**src/inc/led_matrix_consts.svh**
```systemverilog
// Purpose: Offsets, field positions, reset values and timing counts.
// Assumes: 100 MHz clock, 8-bit registers on four pages.
// Notes: Times are kept in ns; cycle counts derive from them.
`ifndef LED_MATRIX_CONSTS_SVH
`define LED_MATRIX_CONSTS_SVH
`define CLK_PERIOD_NS 10
`define BREATH_MIN_NS 210000000
`define BREATH_STEPS 128
`define BREATH_FINE_CYC (`BREATH_MIN_NS / `CLK_PERIOD_NS / `BREATH_STEPS)
`define DETECT_WAIT_NS 3264000
`define DETECT_WAIT_CYC (`DETECT_WAIT_NS / `CLK_PERIOD_NS)
`define SCAN_NS 1632000
`define SCAN_SLOT_CYC (`SCAN_NS / `CLK_PERIOD_NS / 3)
`define AUTOCLR_NS 8000000
`define AUTOCLR_CYC (`AUTOCLR_NS / `CLK_PERIOD_NS)
`define LOOP_MAX 8'hd4
`define PG_ONOFF 2'h0
`define PG_PWM 2'h1
`define PG_SELECT 2'h2
`define PG_FUNC 2'h3
`define A_ONOFF_LO 8'h00
`define A_ONOFF_HI 8'h01
`define A_OPEN_LO 8'h18
`define A_OPEN_HI 8'h19
`define A_SHORT_LO 8'h30
`define A_SHORT_HI 8'h31
`define A_CONFIG 8'h00
`define A_GCC 8'h01
`define A_PROF_FIRST 8'h02
`define A_PROF_LAST 8'h0d
`define A_UPDATE 8'h0e
`define A_PULLUP 8'h0f
`define A_PULLDOWN 8'h10
`define A_INT_MASK 8'hf0
`define A_INT_STATUS 8'hf1
`define CFG_SSD 0
`define CFG_BEN 1
`define CFG_OSD 2
`define CFG_SYNC_HI 7
`define CFG_SYNC_LO 6
`define SYNC_MASTER 2'h1
`define SYNC_SLAVE 2'h2
`define ST_OPEN 0
`define ST_SHORT 1
`define ST_PROF 2
`define MASK_IAC 7
`define CFG_RESET 8'h00
`endif

```
**src/inc/led_matrix_pkg.sv**
```systemverilog
// Purpose: Types shared by the matrix control logic.
// Assumes: Twelve LEDs in three columns of four rows.
// Notes: Phase codes are one-hot.
package led_matrix_pkg;
    typedef enum logic [3:0] {
        RISE_PHASE = 4'b0001,
        HOLD_PHASE = 4'b0010,
        FALL_PHASE = 4'b0100,
        OFF_PHASE = 4'b1000
    } phase_t;
    typedef struct packed {
        logic wr;
        logic rd;
        logic [1:0] page;
        logic [7:0] addr;
        logic [7:0] wdata;
    } reg_req_t;
    typedef struct packed {
        logic [2:0] column_switch_output;
        logic [3:0] row_current_output;
        logic [2:0] col_pullup_on;
        logic [3:0] row_pulldown_on;
    } matrix_t;
endpackage : led_matrix_pkg

```
**src/hdl/led_matrix_breath_control.sv**
```systemverilog
// Purpose: Scan, PWM, breathing, open/short detect, interrupt, sync.
// Assumes: Register requests arrive as one-cycle strobes from the host
//          interface; sense inputs are synchronous.
// Notes: LED index is column * 4 + row.
`timescale 1ns/1ns
`include "led_matrix_consts.svh"
module led_matrix_breath_control #(
    parameter int FINE_CYC = `BREATH_FINE_CYC,
    parameter int DETECT_CYC = `DETECT_WAIT_CYC,
    parameter int SLOT_CYC = `SCAN_SLOT_CYC,
    parameter int AUTOCLR_CYC = `AUTOCLR_CYC
) (
    // Clock and reset
    input wire logic clk,
    input wire logic rst,
    // Register access
    input led_matrix_pkg::reg_req_t req,
    output logic [7:0] reg_rdata,
    // Pins
    input wire logic shutdown_n_pin,
    output logic int_n_pin,
    input wire logic sync_in,
    output logic sync_out,
    output logic sync_oe,
    output logic analog_on,
    // Matrix
    input wire logic [11:0] open_sense,
    input wire logic [11:0] short_sense,
    output led_matrix_pkg::matrix_t matrix
);
    import led_matrix_pkg::*;

    if (FINE_CYC < 1 || DETECT_CYC < 1 || SLOT_CYC < 1 ||
        AUTOCLR_CYC < 1 || FINE_CYC > 24'hffffff ||
        DETECT_CYC > 24'hffffff || SLOT_CYC > 24'hffffff ||
        AUTOCLR_CYC > 24'hffffff) begin : bad_param
        $error("Timing parameter out of range");
    end

    typedef struct packed {
        logic [7:0] cfg;
        logic [7:0] global_current_level;
        logic [11:0][7:0] shadow;
        logic [11:0][7:0] act;
        logic [7:0] pullsel;
        logic [7:0] pdsel;
        logic [7:0] mask;
        logic [4:0] status;
        logic int_low;
        logic int_n;
        logic [23:0] ac_cnt;
        logic [11:0] onoff;
        logic [11:0][9:0] pwm;
        logic [11:0][1:0] sel;
        logic [11:0] opn;
        logic [11:0] sht;
        logic osd_q;
        logic det_busy;
        logic [23:0] det_cnt;
        logic [23:0] fine_cnt;
        phase_t [2:0] ph;
        logic [2:0][15:0] cnt;
        logic [2:0][7:0] loops;
        logic [2:0] stopped;
        logic [1:0] col;
        logic [23:0] slot_cnt;
        logic [9:0] pwm_cnt;
        logic sync_q;
        logic [7:0] rdata;
        logic sync_o;
        logic sync_en;
        logic ana;
        matrix_t mx;
    } state_t;

    state_t s_r;
    state_t s_nxt;

    function automatic logic [15:0] ramp_dur(input logic [3:0] c);
        logic [3:0] k;
        k = (c > 4'h7) ? 4'h7 : c;
        return 16'h0080 << k;
    endfunction : ramp_dur

    function automatic logic [15:0] gap_dur(input logic [3:0] c);
        logic [3:0] k;
        k = (c > 4'h8) ? 4'h8 : c;
        return (c == 4'h0) ? 16'h0000 : (16'h0080 << (k - 4'h1));
    endfunction : gap_dur

    function automatic phase_t next_ph(input phase_t p);
        unique case (p)
            RISE_PHASE: return HOLD_PHASE;
            HOLD_PHASE: return FALL_PHASE;
            FALL_PHASE: return OFF_PHASE;
            default: return RISE_PHASE;
        endcase
    endfunction : next_ph

    function automatic phase_t code_ph(input logic [1:0] c);
        unique case (c)
            2'h0: return RISE_PHASE;
            2'h1: return HOLD_PHASE;
            2'h2: return FALL_PHASE;
            default: return OFF_PHASE;
        endcase
    endfunction : code_ph

    always_comb begin
        logic [4:0] ev;
        logic [4:0] ev_m;
        logic [2:0][9:0] lvl;
        logic [15:0] dur;
        logic [3:0] k;
        logic [7:0] lim;
        logic [6:0] ramp;
        logic fine_tick;
        logic cur_en;
        logic release_int;
        logic [9:0] bright;
        logic [11:0] drive;
        logic [1:0] sync_mode;
        logic sync_edge;
        int led;
        ev = 5'h00;
        ev_m = 5'h00;
        lvl = '0;
        dur = 16'h0000;
        k = 4'h0;
        lim = 8'h00;
        ramp = 7'h00;
        bright = 10'h000;
        drive = 12'h000;
        led = 0;
        fine_tick = 1'b0;
        cur_en = 1'b0;
        release_int = 1'b0;
        sync_edge = 1'b0;
        s_nxt = s_r;
        sync_mode = s_r.cfg[`CFG_SYNC_HI:`CFG_SYNC_LO];

        // Register writes; no mode gates them, so shutdown keeps all data
        if (req.wr) begin
            unique case (req.page)
                `PG_ONOFF: begin
                    if (req.addr == `A_ONOFF_LO) s_nxt.onoff[7:0] = req.wdata;
                    if (req.addr == `A_ONOFF_HI)
                        s_nxt.onoff[11:8] = req.wdata[3:0];
                end
                `PG_PWM: begin
                    if (req.addr < 8'h18) begin
                        led = int'(req.addr[7:1]);
                        if (req.addr[0]) s_nxt.pwm[led][9:8] = req.wdata[1:0];
                        else s_nxt.pwm[led][7:0] = req.wdata;
                    end
                end
                `PG_SELECT: begin
                    if (req.addr < 8'h0c)
                        s_nxt.sel[req.addr[3:0]] = req.wdata[1:0];
                end
                default: begin
                    if (req.addr == `A_CONFIG) s_nxt.cfg = req.wdata;
                    if (req.addr == `A_GCC) s_nxt.global_current_level = req.wdata;
                    if (req.addr >= `A_PROF_FIRST && req.addr <= `A_PROF_LAST)
                        s_nxt.shadow[req.addr[3:0] - 4'h2] = req.wdata;
                    if (req.addr == `A_PULLUP) s_nxt.pullsel = req.wdata;
                    if (req.addr == `A_PULLDOWN) s_nxt.pdsel = req.wdata;
                end
            endcase
            if (req.addr == `A_INT_MASK) s_nxt.mask = req.wdata;
        end

        // Update strobe loads the profiles and restarts each one that a fine tick in the same cycle does not step
        if (req.wr && req.page == `PG_FUNC && req.addr == `A_UPDATE) begin
            s_nxt.act = s_r.shadow;
            for (int p = 0; p < 3; p++) begin
                s_nxt.ph[p] = code_ph(s_r.shadow[4 * p + 2][5:4]);
                s_nxt.cnt[p] = 16'h0000;
                s_nxt.loops[p] = 8'h00;
                s_nxt.stopped[p] = 1'b0;
            end
        end

        // Breathing engine: one fine step is 1/128 of the shortest ramp
        fine_tick = (s_r.fine_cnt == 24'(FINE_CYC - 1));
        s_nxt.fine_cnt = fine_tick ? 24'h000000 : s_r.fine_cnt + 24'h000001;
        for (int p = 0; p < 3; p++) begin
            unique case (s_r.ph[p])
                RISE_PHASE: begin
                    k = s_r.act[4 * p][3:0];
                    dur = ramp_dur(k);
                end
                HOLD_PHASE: dur = gap_dur(s_r.act[4 * p][7:4]);
                FALL_PHASE: begin
                    k = s_r.act[4 * p + 1][3:0];
                    dur = ramp_dur(k);
                end
                default: dur = gap_dur(s_r.act[4 * p + 1][7:4]);
            endcase
            if (k > 4'h7) k = 4'h7;
            ramp = 7'(s_r.cnt[p] >> k);
            unique case (s_r.ph[p])
                RISE_PHASE: lvl[p] = {ramp, 3'h0};
                HOLD_PHASE: lvl[p] = 10'h3f8;
                FALL_PHASE: lvl[p] = {7'h7f - ramp, 3'h0};
                default: lvl[p] = 10'h000;
            endcase
            lim = (s_r.act[4 * p + 3] > `LOOP_MAX) ? `LOOP_MAX
                                                   : s_r.act[4 * p + 3];
            if (fine_tick && !s_r.stopped[p] && s_r.cfg[`CFG_BEN]) begin
                if (s_r.cnt[p] + 16'h0001 >= dur) begin
                    s_nxt.cnt[p] = 16'h0000;
                    if (s_r.ph[p] == (s_r.act[4 * p + 2][0] ? HOLD_PHASE
                                                            : OFF_PHASE)) begin
                        s_nxt.loops[p] = s_r.loops[p] + 8'h01;
                        // Count 0 is endless and never finishes
                        if (lim != 8'h00 &&
                            s_r.loops[p] + 8'h01 >= lim) begin
                            s_nxt.stopped[p] = 1'b1;
                            s_nxt.cnt[p] = s_r.cnt[p];
                            ev[`ST_PROF + p] = 1'b1;
                        end else begin
                            s_nxt.ph[p] = next_ph(s_r.ph[p]);
                        end
                    end else begin
                        s_nxt.ph[p] = next_ph(s_r.ph[p]);
                    end
                end else begin
                    s_nxt.cnt[p] = s_r.cnt[p] + 16'h0001;
                end
            end
        end

        // Open/short detection, one shot per rising trigger
        s_nxt.osd_q = s_r.cfg[`CFG_OSD];
        if (s_r.cfg[`CFG_OSD] && !s_r.osd_q) begin
            s_nxt.det_busy = 1'b1;
            s_nxt.det_cnt = 24'h000000;
        end else if (s_r.det_busy) begin
            s_nxt.det_cnt = s_r.det_cnt + 24'h000001;
            if (s_r.det_cnt == 24'(DETECT_CYC - 1)) begin
                s_nxt.det_busy = 1'b0;
                // Dark LEDs cannot be judged, so their bits stay as they were
                s_nxt.opn = (s_r.opn & ~s_r.onoff) |
                            (open_sense & s_r.onoff);
                s_nxt.sht = (s_r.sht & ~s_r.onoff) |
                            (short_sense & s_r.onoff);
                ev[`ST_OPEN] = |(open_sense & s_r.onoff);
                ev[`ST_SHORT] = |(short_sense & s_r.onoff);
            end
        end

        // Interrupt: a new event wins over a release in the same cycle
        ev_m = ev & s_r.mask[4:0];
        release_int = s_r.int_low &&
            ((req.rd && req.addr == `A_INT_STATUS) ||
             (s_r.mask[`MASK_IAC] &&
              s_r.ac_cnt == 24'(AUTOCLR_CYC - 1)));
        if (s_r.int_low) s_nxt.ac_cnt = s_r.ac_cnt + 24'h000001;
        if (ev_m != 5'h00) begin
            s_nxt.int_low = 1'b1;
            s_nxt.status = s_r.status | ev_m;
            s_nxt.ac_cnt = 24'h000000;
        end else if (release_int) begin
            s_nxt.int_low = 1'b0;
            s_nxt.status = 5'h00;
            s_nxt.ac_cnt = 24'h000000;
        end
        // Pin level is registered so the output comes straight from a flop
        s_nxt.int_n = !s_nxt.int_low;

        // Register reads
        if (req.rd) begin
            s_nxt.rdata = 8'h00;
            if (req.addr == `A_INT_STATUS) s_nxt.rdata = {3'h0, s_r.status};
            else if (req.addr == `A_INT_MASK) s_nxt.rdata = s_r.mask;
            else begin
                unique case (req.page)
                    `PG_ONOFF: begin
                        unique case (req.addr)
                            `A_ONOFF_LO: s_nxt.rdata = s_r.onoff[7:0];
                            `A_ONOFF_HI: s_nxt.rdata = {4'h0, s_r.onoff[11:8]};
                            `A_OPEN_LO: s_nxt.rdata = s_r.opn[7:0];
                            `A_OPEN_HI: s_nxt.rdata = {4'h0, s_r.opn[11:8]};
                            `A_SHORT_LO: s_nxt.rdata = s_r.sht[7:0];
                            `A_SHORT_HI: s_nxt.rdata = {4'h0, s_r.sht[11:8]};
                            default: s_nxt.rdata = 8'h00;
                        endcase
                    end
                    `PG_PWM: begin
                        if (req.addr < 8'h18) begin
                            led = int'(req.addr[7:1]);
                            s_nxt.rdata = req.addr[0]
                                ? {6'h00, s_r.pwm[led][9:8]}
                                : s_r.pwm[led][7:0];
                        end
                    end
                    `PG_SELECT: begin
                        if (req.addr < 8'h0c)
                            s_nxt.rdata = {6'h00, s_r.sel[req.addr[3:0]]};
                    end
                    default: begin
                        if (req.addr == `A_CONFIG) s_nxt.rdata = s_r.cfg;
                        if (req.addr == `A_GCC) s_nxt.rdata = s_r.global_current_level;
                        if (req.addr >= `A_PROF_FIRST &&
                            req.addr <= `A_PROF_LAST)
                            s_nxt.rdata = s_r.shadow[req.addr[3:0] - 4'h2];
                        if (req.addr == `A_PULLUP) s_nxt.rdata = s_r.pullsel;
                        if (req.addr == `A_PULLDOWN) s_nxt.rdata = s_r.pdsel;
                    end
                endcase
            end
        end

        // Scan timing; a slave restarts its frame on the master's edge
        s_nxt.sync_q = sync_in;
        sync_edge = (sync_mode == `SYNC_SLAVE) && sync_in && !s_r.sync_q;
        s_nxt.pwm_cnt = s_r.pwm_cnt + 10'h001;
        if (sync_edge) begin
            s_nxt.slot_cnt = 24'h000000;
            s_nxt.col = 2'h0;
        end else if (s_r.slot_cnt == 24'(SLOT_CYC - 1)) begin
            s_nxt.slot_cnt = 24'h000000;
            s_nxt.col = (s_r.col == 2'h2) ? 2'h0 : s_r.col + 2'h1;
        end else begin
            s_nxt.slot_cnt = s_r.slot_cnt + 24'h000001;
        end
        s_nxt.sync_en = (sync_mode == `SYNC_MASTER);
        s_nxt.sync_o = (sync_mode == `SYNC_MASTER) &&
                       (s_r.col == 2'h0);

        // Drive; brightness compare against a free 10-bit ramp
        cur_en = s_r.cfg[`CFG_SSD] && shutdown_n_pin;
        s_nxt.ana = shutdown_n_pin;
        for (int i = 0; i < 12; i++) begin
            if (!s_r.cfg[`CFG_BEN] || s_r.sel[i] == 2'h0)
                bright = s_r.pwm[i];
            else
                bright = lvl[int'(s_r.sel[i]) - 1];
            drive[i] = cur_en && s_r.onoff[i] &&
                       (s_r.pwm_cnt < bright) && (i / 4 == int'(s_r.col));
        end
        for (int c = 0; c < 3; c++) begin
            s_nxt.mx.column_switch_output[c] = cur_en &&
                                               (int'(s_r.col) == c);
            s_nxt.mx.col_pullup_on[c] = (s_r.pullsel != 8'h00) &&
                !(cur_en && int'(s_r.col) == c);
        end
        for (int r = 0; r < 4; r++) begin
            s_nxt.mx.row_current_output[r] = drive[r] || drive[r + 4] ||
                                             drive[r + 8];
            s_nxt.mx.row_pulldown_on[r] = (s_r.pdsel != 8'h00) &&
                !(drive[r] || drive[r + 4] || drive[r + 8]);
        end
    end

    always_ff @(posedge clk) begin
        if (rst) begin
            s_r <= '0;
            s_r.cfg <= `CFG_RESET;
            s_r.ph <= '{RISE_PHASE, RISE_PHASE, RISE_PHASE};
            s_r.int_n <= 1'b1;
        end else begin
            s_r <= s_nxt;
        end
    end

    assign reg_rdata = s_r.rdata;
    assign int_n_pin = s_r.int_n;
    assign sync_out = s_r.sync_o;
    assign sync_oe = s_r.sync_en;
    assign analog_on = s_r.ana;
    assign matrix = s_r.mx;
endmodule : led_matrix_breath_control

```
**config.mk**
```make
export PLATFORM = sky130hd
export DESIGN_NAME = led_matrix_breath_control
export DESIGN_NICKNAME = d
export VERILOG_FILES = /design/src/inc/led_matrix_pkg.sv /design/src/hdl/led_matrix_breath_control.sv
export VERILOG_INCLUDE_DIRS = /design/src /design/src/inc
export SDC_FILE = /design/constraint.sdc
export NUM_CORES = 2
export LEC_CHECK = 0
export ABC_AREA = 1
export BUFFER_PORTS_ARGS = -buffer_cell sky130_fd_sc_hd__buf_2
export CORE_MARGIN = 2
export CORE_UTILIZATION = 47
export DETAILED_ROUTE_END_ITERATION = 8
export PLACE_DENSITY = 0.74
export SETUP_SLACK_MARGIN = 0.15
export SYNTH_ARGS = -nofsm -noshare
export SYNTH_HDL_FRONTEND = slang
export SYNTH_SLANG_ARGS = --single-unit
```
**constraint.sdc**
```tcl
create_clock -name clk -period 10.61 [get_ports clk]
set_input_delay 0.5305 -clock clk [delete_from_list [all_inputs] [get_ports clk]]
set_output_delay 0.5305 -clock clk [all_outputs]
set_load 0.02 [all_outputs]
```
# == Word level (Yosys, flattened, before mapping) ==
# Index checks and enable logic that the tools add are counted.
# word_totals
input_bits,48
reg_bits,621
# classes
n_eq_ne,45
shifts,15
reduce_logical,161
n_lt_le_gt_ge,58
add_sub_neg,34
n_mux,188
bitwise_logic,11
# op_table
op,n
$mux W10,38
$mux W16,18
$bmux W10 S2,12
$bwmux W120,2
$mux W8,24
$shl A8 B4 Y16 const A,12
$pmux W16 S3,3
$lt A10 B10 Y1,12
$mux W120,1
$mux W4,30
$add A24 B1 Y24 const B,4
$bwmux W96,1
$pmux W10 S3,3
$mux W87,1
$demux W10 S4,2
$pmux W4 S3,6
$logic_and A1 B1 Y1,69
$mux W25,2
$add A16 B1 Y16 const B,3
$and A12 B12 Y12,4
$ge A16 B16 Y1,3
$lt A3 B4 Y1 const B,12
$pmux W8 S6,1
$shr A16 B4 Y7,3
65 further kinds,246

# == Logic depth before layout (Yosys ltp) ==
# depth
word_depth,24
mapped_depth,30
ltp_nobuf,28

# == Worst setup path after synthesis ==
# Ideal clock, no wire load.
# synth_timing
path_type,register to register
start,register s_r[121] (netlist bit)
end,register s_r[134] (netlist bit)
setup_ps,86
stages_incl_launch_ff,21
arrival_time_ps,3307
slack_ps,7218
cell_sequence,dfxtp_1 -> ha_1 -> nand3_1 -> nor3_1 -> nand3_1 -> nor2_1 -> nand2_1 -> nor3_1 -> nand2_1 -> xor2_1 -> inv_1 -> ha_1 -> nand2_1 -> nor2_1 -> o211ai_1 -> nand2_1 -> nand2_1 -> o22ai_1 -> clkbuf_1 -> nor2_1 -> a211oi_1
# synth_via
elab_chain_cells,4
word_cells_on_any_way,6
cone_classes,1 x add/sub; 1 x order compare; 1 x eq/ne; 2 x mux; 1 x reduce/logical
# synth_rtl
element,line_no,source
from (decl),led_matrix_breath_control.sv:76,state_t s_r;
from (signal assigned),led_matrix_breath_control.sv:364,s_r <= s_nxt;
$add A16 B1 Y16 (*),"led_matrix_breath_control.sv:211, led_matrix_breath_control.sv:229",
$ge A16 B16 Y1,led_matrix_breath_control.sv:211,if (s_r.cnt[p] + 16'h0001 >= dur) begin
$ne A4 B4 Y1 (no source line) / $mux W16 (equally long branches),n/a,
$reduce_and A2 Y1 (no source line) / $mux W16 (equally long branches),n/a,
# Every way passes the cells marked *; elsewhere a longest branch is shown, timed or not.
# A chain may end at the register's enable or synchronous reset.

# == Worst setup path after layout ==
# layout_timing
start,register s_r[140] (netlist bit)
end,register s_r (netlist bit matrix[10])
# layout_via
elab_chain_cells,22
word_cells_on_any_way,44
cone_classes,3 x add/sub; 6 x order compare; 3 x eq/ne; 3 x shift; 21 x mux; 8 x reduce/logical
# layout_rtl
element,line_no,source
$eq A4 B3 Y1 / $eq A4 B1 Y1 (equally long branches),"led_matrix_breath_control.sv:188, led_matrix_breath_control.sv:202",
$pmux W4 S2,led_matrix_breath_control.sv:188,unique case (s_r.ph[p])
$gt A4 B3 Y1,led_matrix_breath_control.sv:200,if (k > 4'h7) k = 4'h7;
$mux W4,led_matrix_breath_control.sv:200,
$pmux W4 S2,led_matrix_breath_control.sv:188,
$gt A4 B3 Y1,led_matrix_breath_control.sv:200,
$mux W4,led_matrix_breath_control.sv:200,
$pmux W4 S2,led_matrix_breath_control.sv:188,
(+5 left out),n/a,
$bmux W10 S2,led_matrix_breath_control.sv:339,bright = lvl[int'(s_r.sel[i]) - 1];
$mux W10 (implied by the code) (2 in series),led_matrix_breath_control.sv:339,
$mux W10,led_matrix_breath_control.sv:336,if (!s_r.cfg[`CFG_BEN] || s_r.sel[i] == 2'h0)
$lt A10 B10 Y1,led_matrix_breath_control.sv:341,(s_r.pwm_cnt < bright) && (i / 4 == int'(s_r.col));
$logic_and A1 B1 Y1,led_matrix_breath_control.sv:340,drive[i] = cur_en && s_r.onoff[i] &&
$logic_and A1 B1 Y1,led_matrix_breath_control.sv:341,
$logic_or A1 B1 Y1,led_matrix_breath_control.sv:350,s_nxt.mx.row_current_output[r] = drive[r] || drive[r + 4] ||
$logic_or A1 B1 Y1 (*),led_matrix_breath_control.sv:350,
# Every way passes the cells marked *; elsewhere a longest branch is shown, timed or not. The select of a mux whose other input is x is not followed.

==> run_results.csv <==
group,metric,value,unit
yosys,ys_top_cells_by_area,"dfxtp_1, a21oi_1, nand2_1",
yosys,yosysWarnings,0,
yosys,ys_ff_latch,621,
yosys,synth_largest_area_cell,"dfxtp_1",
cts,clock-sinks,621,
grt,overflow,0,
floorplan,start_util,47.47,%
grt,first_global_vias,35200,
final_layout,area_growth,8.232,%
setup_path,end_kind,"register",
pwr,ir_worst_vdd,0.0001272,V
place,portBuffers,73,
yosys,synth.avg_cell_area,6.763,µm²
sta,finClkSkew,41.32,ps
yosys,yosysUniqueCellTypes,66,
run_status,run_status,"finished clean",
worst_hold_path,holdPathEnd,"analog_on$_SDFF_PP0_",
cts,clockBufferDepth,3,
yosys,yosysMostFrequentCell,"nand2_1",
setup_path,path_max_fanout,13,
setup_path,rr_startpoint,"s_r[140]$_SDFF_PP0_",
worst_hold_path,hp-start,"shutdown_n_pin",
grt,antenna_found_initial,2,
grt,grt_pass1_wl,200500,µm
final_layout,drive_above_1_share,7.268,%
cts,clkLatencyLatePin,650,ps
place,dp.cells,6409,
drt,drtPass1Iterations,8,
drt,vias_per_cell,5.947,
setup_path,reg2regPathDepth,25,
setup_path,cpPeakStageDelay,860,ps
final_layout,layout.cells.non_filler,6546,
grt,grt_max_degree,124,
yosys,syn_area,37500,µm²
sta,tightest_slew,1357,ps
drt,vias,38930,
floorplan,die-area,82060,µm²
cts,numCtsBuffers,73,
pwr,leakagePower,16.12,nW
final_layout,final_nets,5673,
pwr,powerDensity,128.3,nW/µm²
sta,rsz0062_at_grt,"false",
yosys,synth_top_area_share,33.15,%
yosys,synth_common_cells,"nand2_1, a21oi_1, dfxtp_1",
sta,period_needed,5621,ps
floorplan,io_pins,74,
setup_path,reg2reg_slack,4990,ps
sta,relSlewSlack,9.259,%
yosys,async_flop_share,0,%
cts,cts.clk_slew.worst_paths,60,ps
cts,clock-root-buffer,"clkbuf_16",
drt,drc,0,
worst_hold_path,hold_path_class,"primary input to register",
sta,setup_tns,0,ps
setup_path,worstReg2RegEnd,"matrix[10]$_SDFF_PP0_",
floorplan,row_count,103,
setup_path,cp-start-kind,"register",
yosys,syn_inst,5545,
cts,post_cts_buffers,0,
worst_hold_path,hold-path-cell-count,3,
cts,holdBufCountCts,0,
floorplan,die_y,286.5,µm
setup_path,critPathMostFrequentCell,"nand2_1",
cts,cts_tree,"yes",
grt,grt_usage,30.91,%
sta,fmax,177.9,MHz
setup_path,worstPathArrival,6210,ps
drt,drt_iter0_markers,5177,
sta,finalCritPeriodShare,52.97,%
setup_path,slowest_stage,"nand3_1",
yosys,synth_edf_count,0,
cts,cts_resized,0,
sta,setup_viol,0,
yosys,ys_seq_area_share,33.15,%
final_layout,num-fill-cells,7759,
floorplan,core,79000,µm²
setup_path,crit_type,"register to register",
setup_path,required,11200,ps
place,dpl.hpwl,91420,µm
sta,hold_violations,0,
floorplan,die_w,286.5,µm
cts,htreeDepth,3,
yosys,ys.flop_type,"dfxtp_1",
job,drv_cap,0,
place,gp_congestion,1.034,
drt,totalWireLength,131600,µm
drt,post_drt_wl_per_cell,20.10,µm
sta,maxSlewViolCount,0,
drt,postRouteAntennaNets,0,
worst max-delay path: cells and delay by family, from the launching register on:
kind / cells / cell delay [ps]
buf+inv: 2 / 430
flops: 1 / 460
compound gates: 5 / 830
fa+ha+maj: 1 / 250
simple gates: 17 / 3570
final cells by class:
type / count / area (µm²) / area share (%)
timing repair buffer: 106 / 615.6 / 1.517
clock buffer: 98 / 2021 / 4.979
antenna: 6 / 15.01 / 0.03699
tap: 1050 / 1314 / 3.237
inverter: 648 / 2445 / 6.024
multi-input combinational: 3984 / 21280 / 52.43
clock inverter: 33 / 464.2 / 1.144
sequential: 621 / 12430 / 30.63
worst max-delay path by stage:
stage / from / endpoint / slack, ps
3_5_place_dp: s_r[140]$_SDFF_PP0_ / matrix[10]$_SDFF_PP0_ / 5350
6_report: s_r[140]$_SDFF_PP0_ / matrix[10]$_SDFF_PP0_ / 4990
2_1_floorplan: s_r[121]$_SDFFE_PP0P_ / s_r[134]$_SDFFE_PP0P_ / 7220
4_1_cts: s_r[140]$_SDFF_PP0_ / matrix[10]$_SDFF_PP0_ / 5330
5_1_grt: s_r[140]$_SDFF_PP0_ / matrix[10]$_SDFF_PP0_ / 4760
3_3_place_gp: s_r[140]$_SDFF_PP0_ / matrix[10]$_SDFF_PP0_ / 5560
where the power goes:
part / total, W / internal [W] / switching [W]
sequential: 0.00234 / 0.00234 / 0.00000595
combinational: 0.000241 / 0.0000529 / 0.000188
clock: 0.00263 / 0.00153 / 0.00110
layer usage:
| metal | vias to the layer above | wire length [µm] | part of all wire (%) | track usage, % |
|---|---|---|---|---|
| li1 | 18470 | - | - | - |
| met5 | - | 5 | 0.0038 | 0 |
| met3 | 533 | 14870 | 11 | 6.439 |
| met1 | 17780 | 53180 | 40 | 40.94 |
| met4 | 2 | 8692 | 6.6 | 19.27 |
| met2 | 2149 | 54850 | 42 | 45.89 |
state kept, by name, summed over array words and instances (netlist names), named ones only:
name	count
sync_oe	1
s_nxt	1
matrix	14
reg_rdata	8
s_r	570
analog_on	1
int_n_pin	1
sync_out	1
cells in the final DEF (no fill, tap or decap), drive strengths merged, types with 7 or more instances in the layout:
| cell | instances |
|---|---|
| a211oi | 74 |
| a21oi | 776 |
| a221oi | 15 |
| a22o | 13 |
| a31oi | 22 |
| buf | 106 |
| bufinv | 7 |
| clkbuf | 98 |
| clkinv | 40 |
| dfxtp | 621 |
| ha | 191 |
| inv | 631 |
| nand2 | 909 |
| nand3 | 239 |
| nand4 | 69 |
| nor2 | 619 |
| nor3 | 138 |
| nor3b | 12 |
| nor4 | 29 |
| o2111ai | 10 |
| o211ai | 12 |
| o21a | 10 |
| o21ai | 616 |
| o221ai | 12 |
| o22ai | 72 |
| o31a | 9 |
| o32ai | 12 |
| or2 | 13 |
| xnor2 | 20 |
| xor2 | 56 |
through the flow:
| stage | cell area, µm² | util (%) | hold slack (ps) | power [W] | worst slack (ps) |
|---|---|---|---|---|---|
| 6_report | 40590 | 51.37 | 138.9 | 0.005209 | 4989 |
| 3_5_place_dp | 38090 | 48.21 | 447.6 | 0.002620 | 5345 |
| 4_1_cts | 40570 | 51.35 | 116.4 | 0.005218 | 5325 |
| 2_1_floorplan | 37510 | - | 417.5 | 0.002522 | 7218 |
| 3_3_place_gp | 38090 | 48.21 | 428.5 | 0.002619 | 5558 |
| 5_1_grt | 40570 | 51.35 | 149.3 | 0.005326 | 4763 |
kinds of logic (layout without fill, tap and decap cells):
kind of cell               after synthesis  count (layout)  synth area share, %
other                                    1               9              0.01000
xor gates and xnor gates                76              76                1.775
DFF                                    621             621                33.15
buffers and inverters                  942             885                10.12
AOI/OAI and AO/OA                     1678            1678                25.07
and+or+nand+nor                       2035            2035                23.47
adders and majority gates              191             191                6.373
muxes                                    1               1              0.02669
Note: power is estimated with default switching activity, not from simulation.
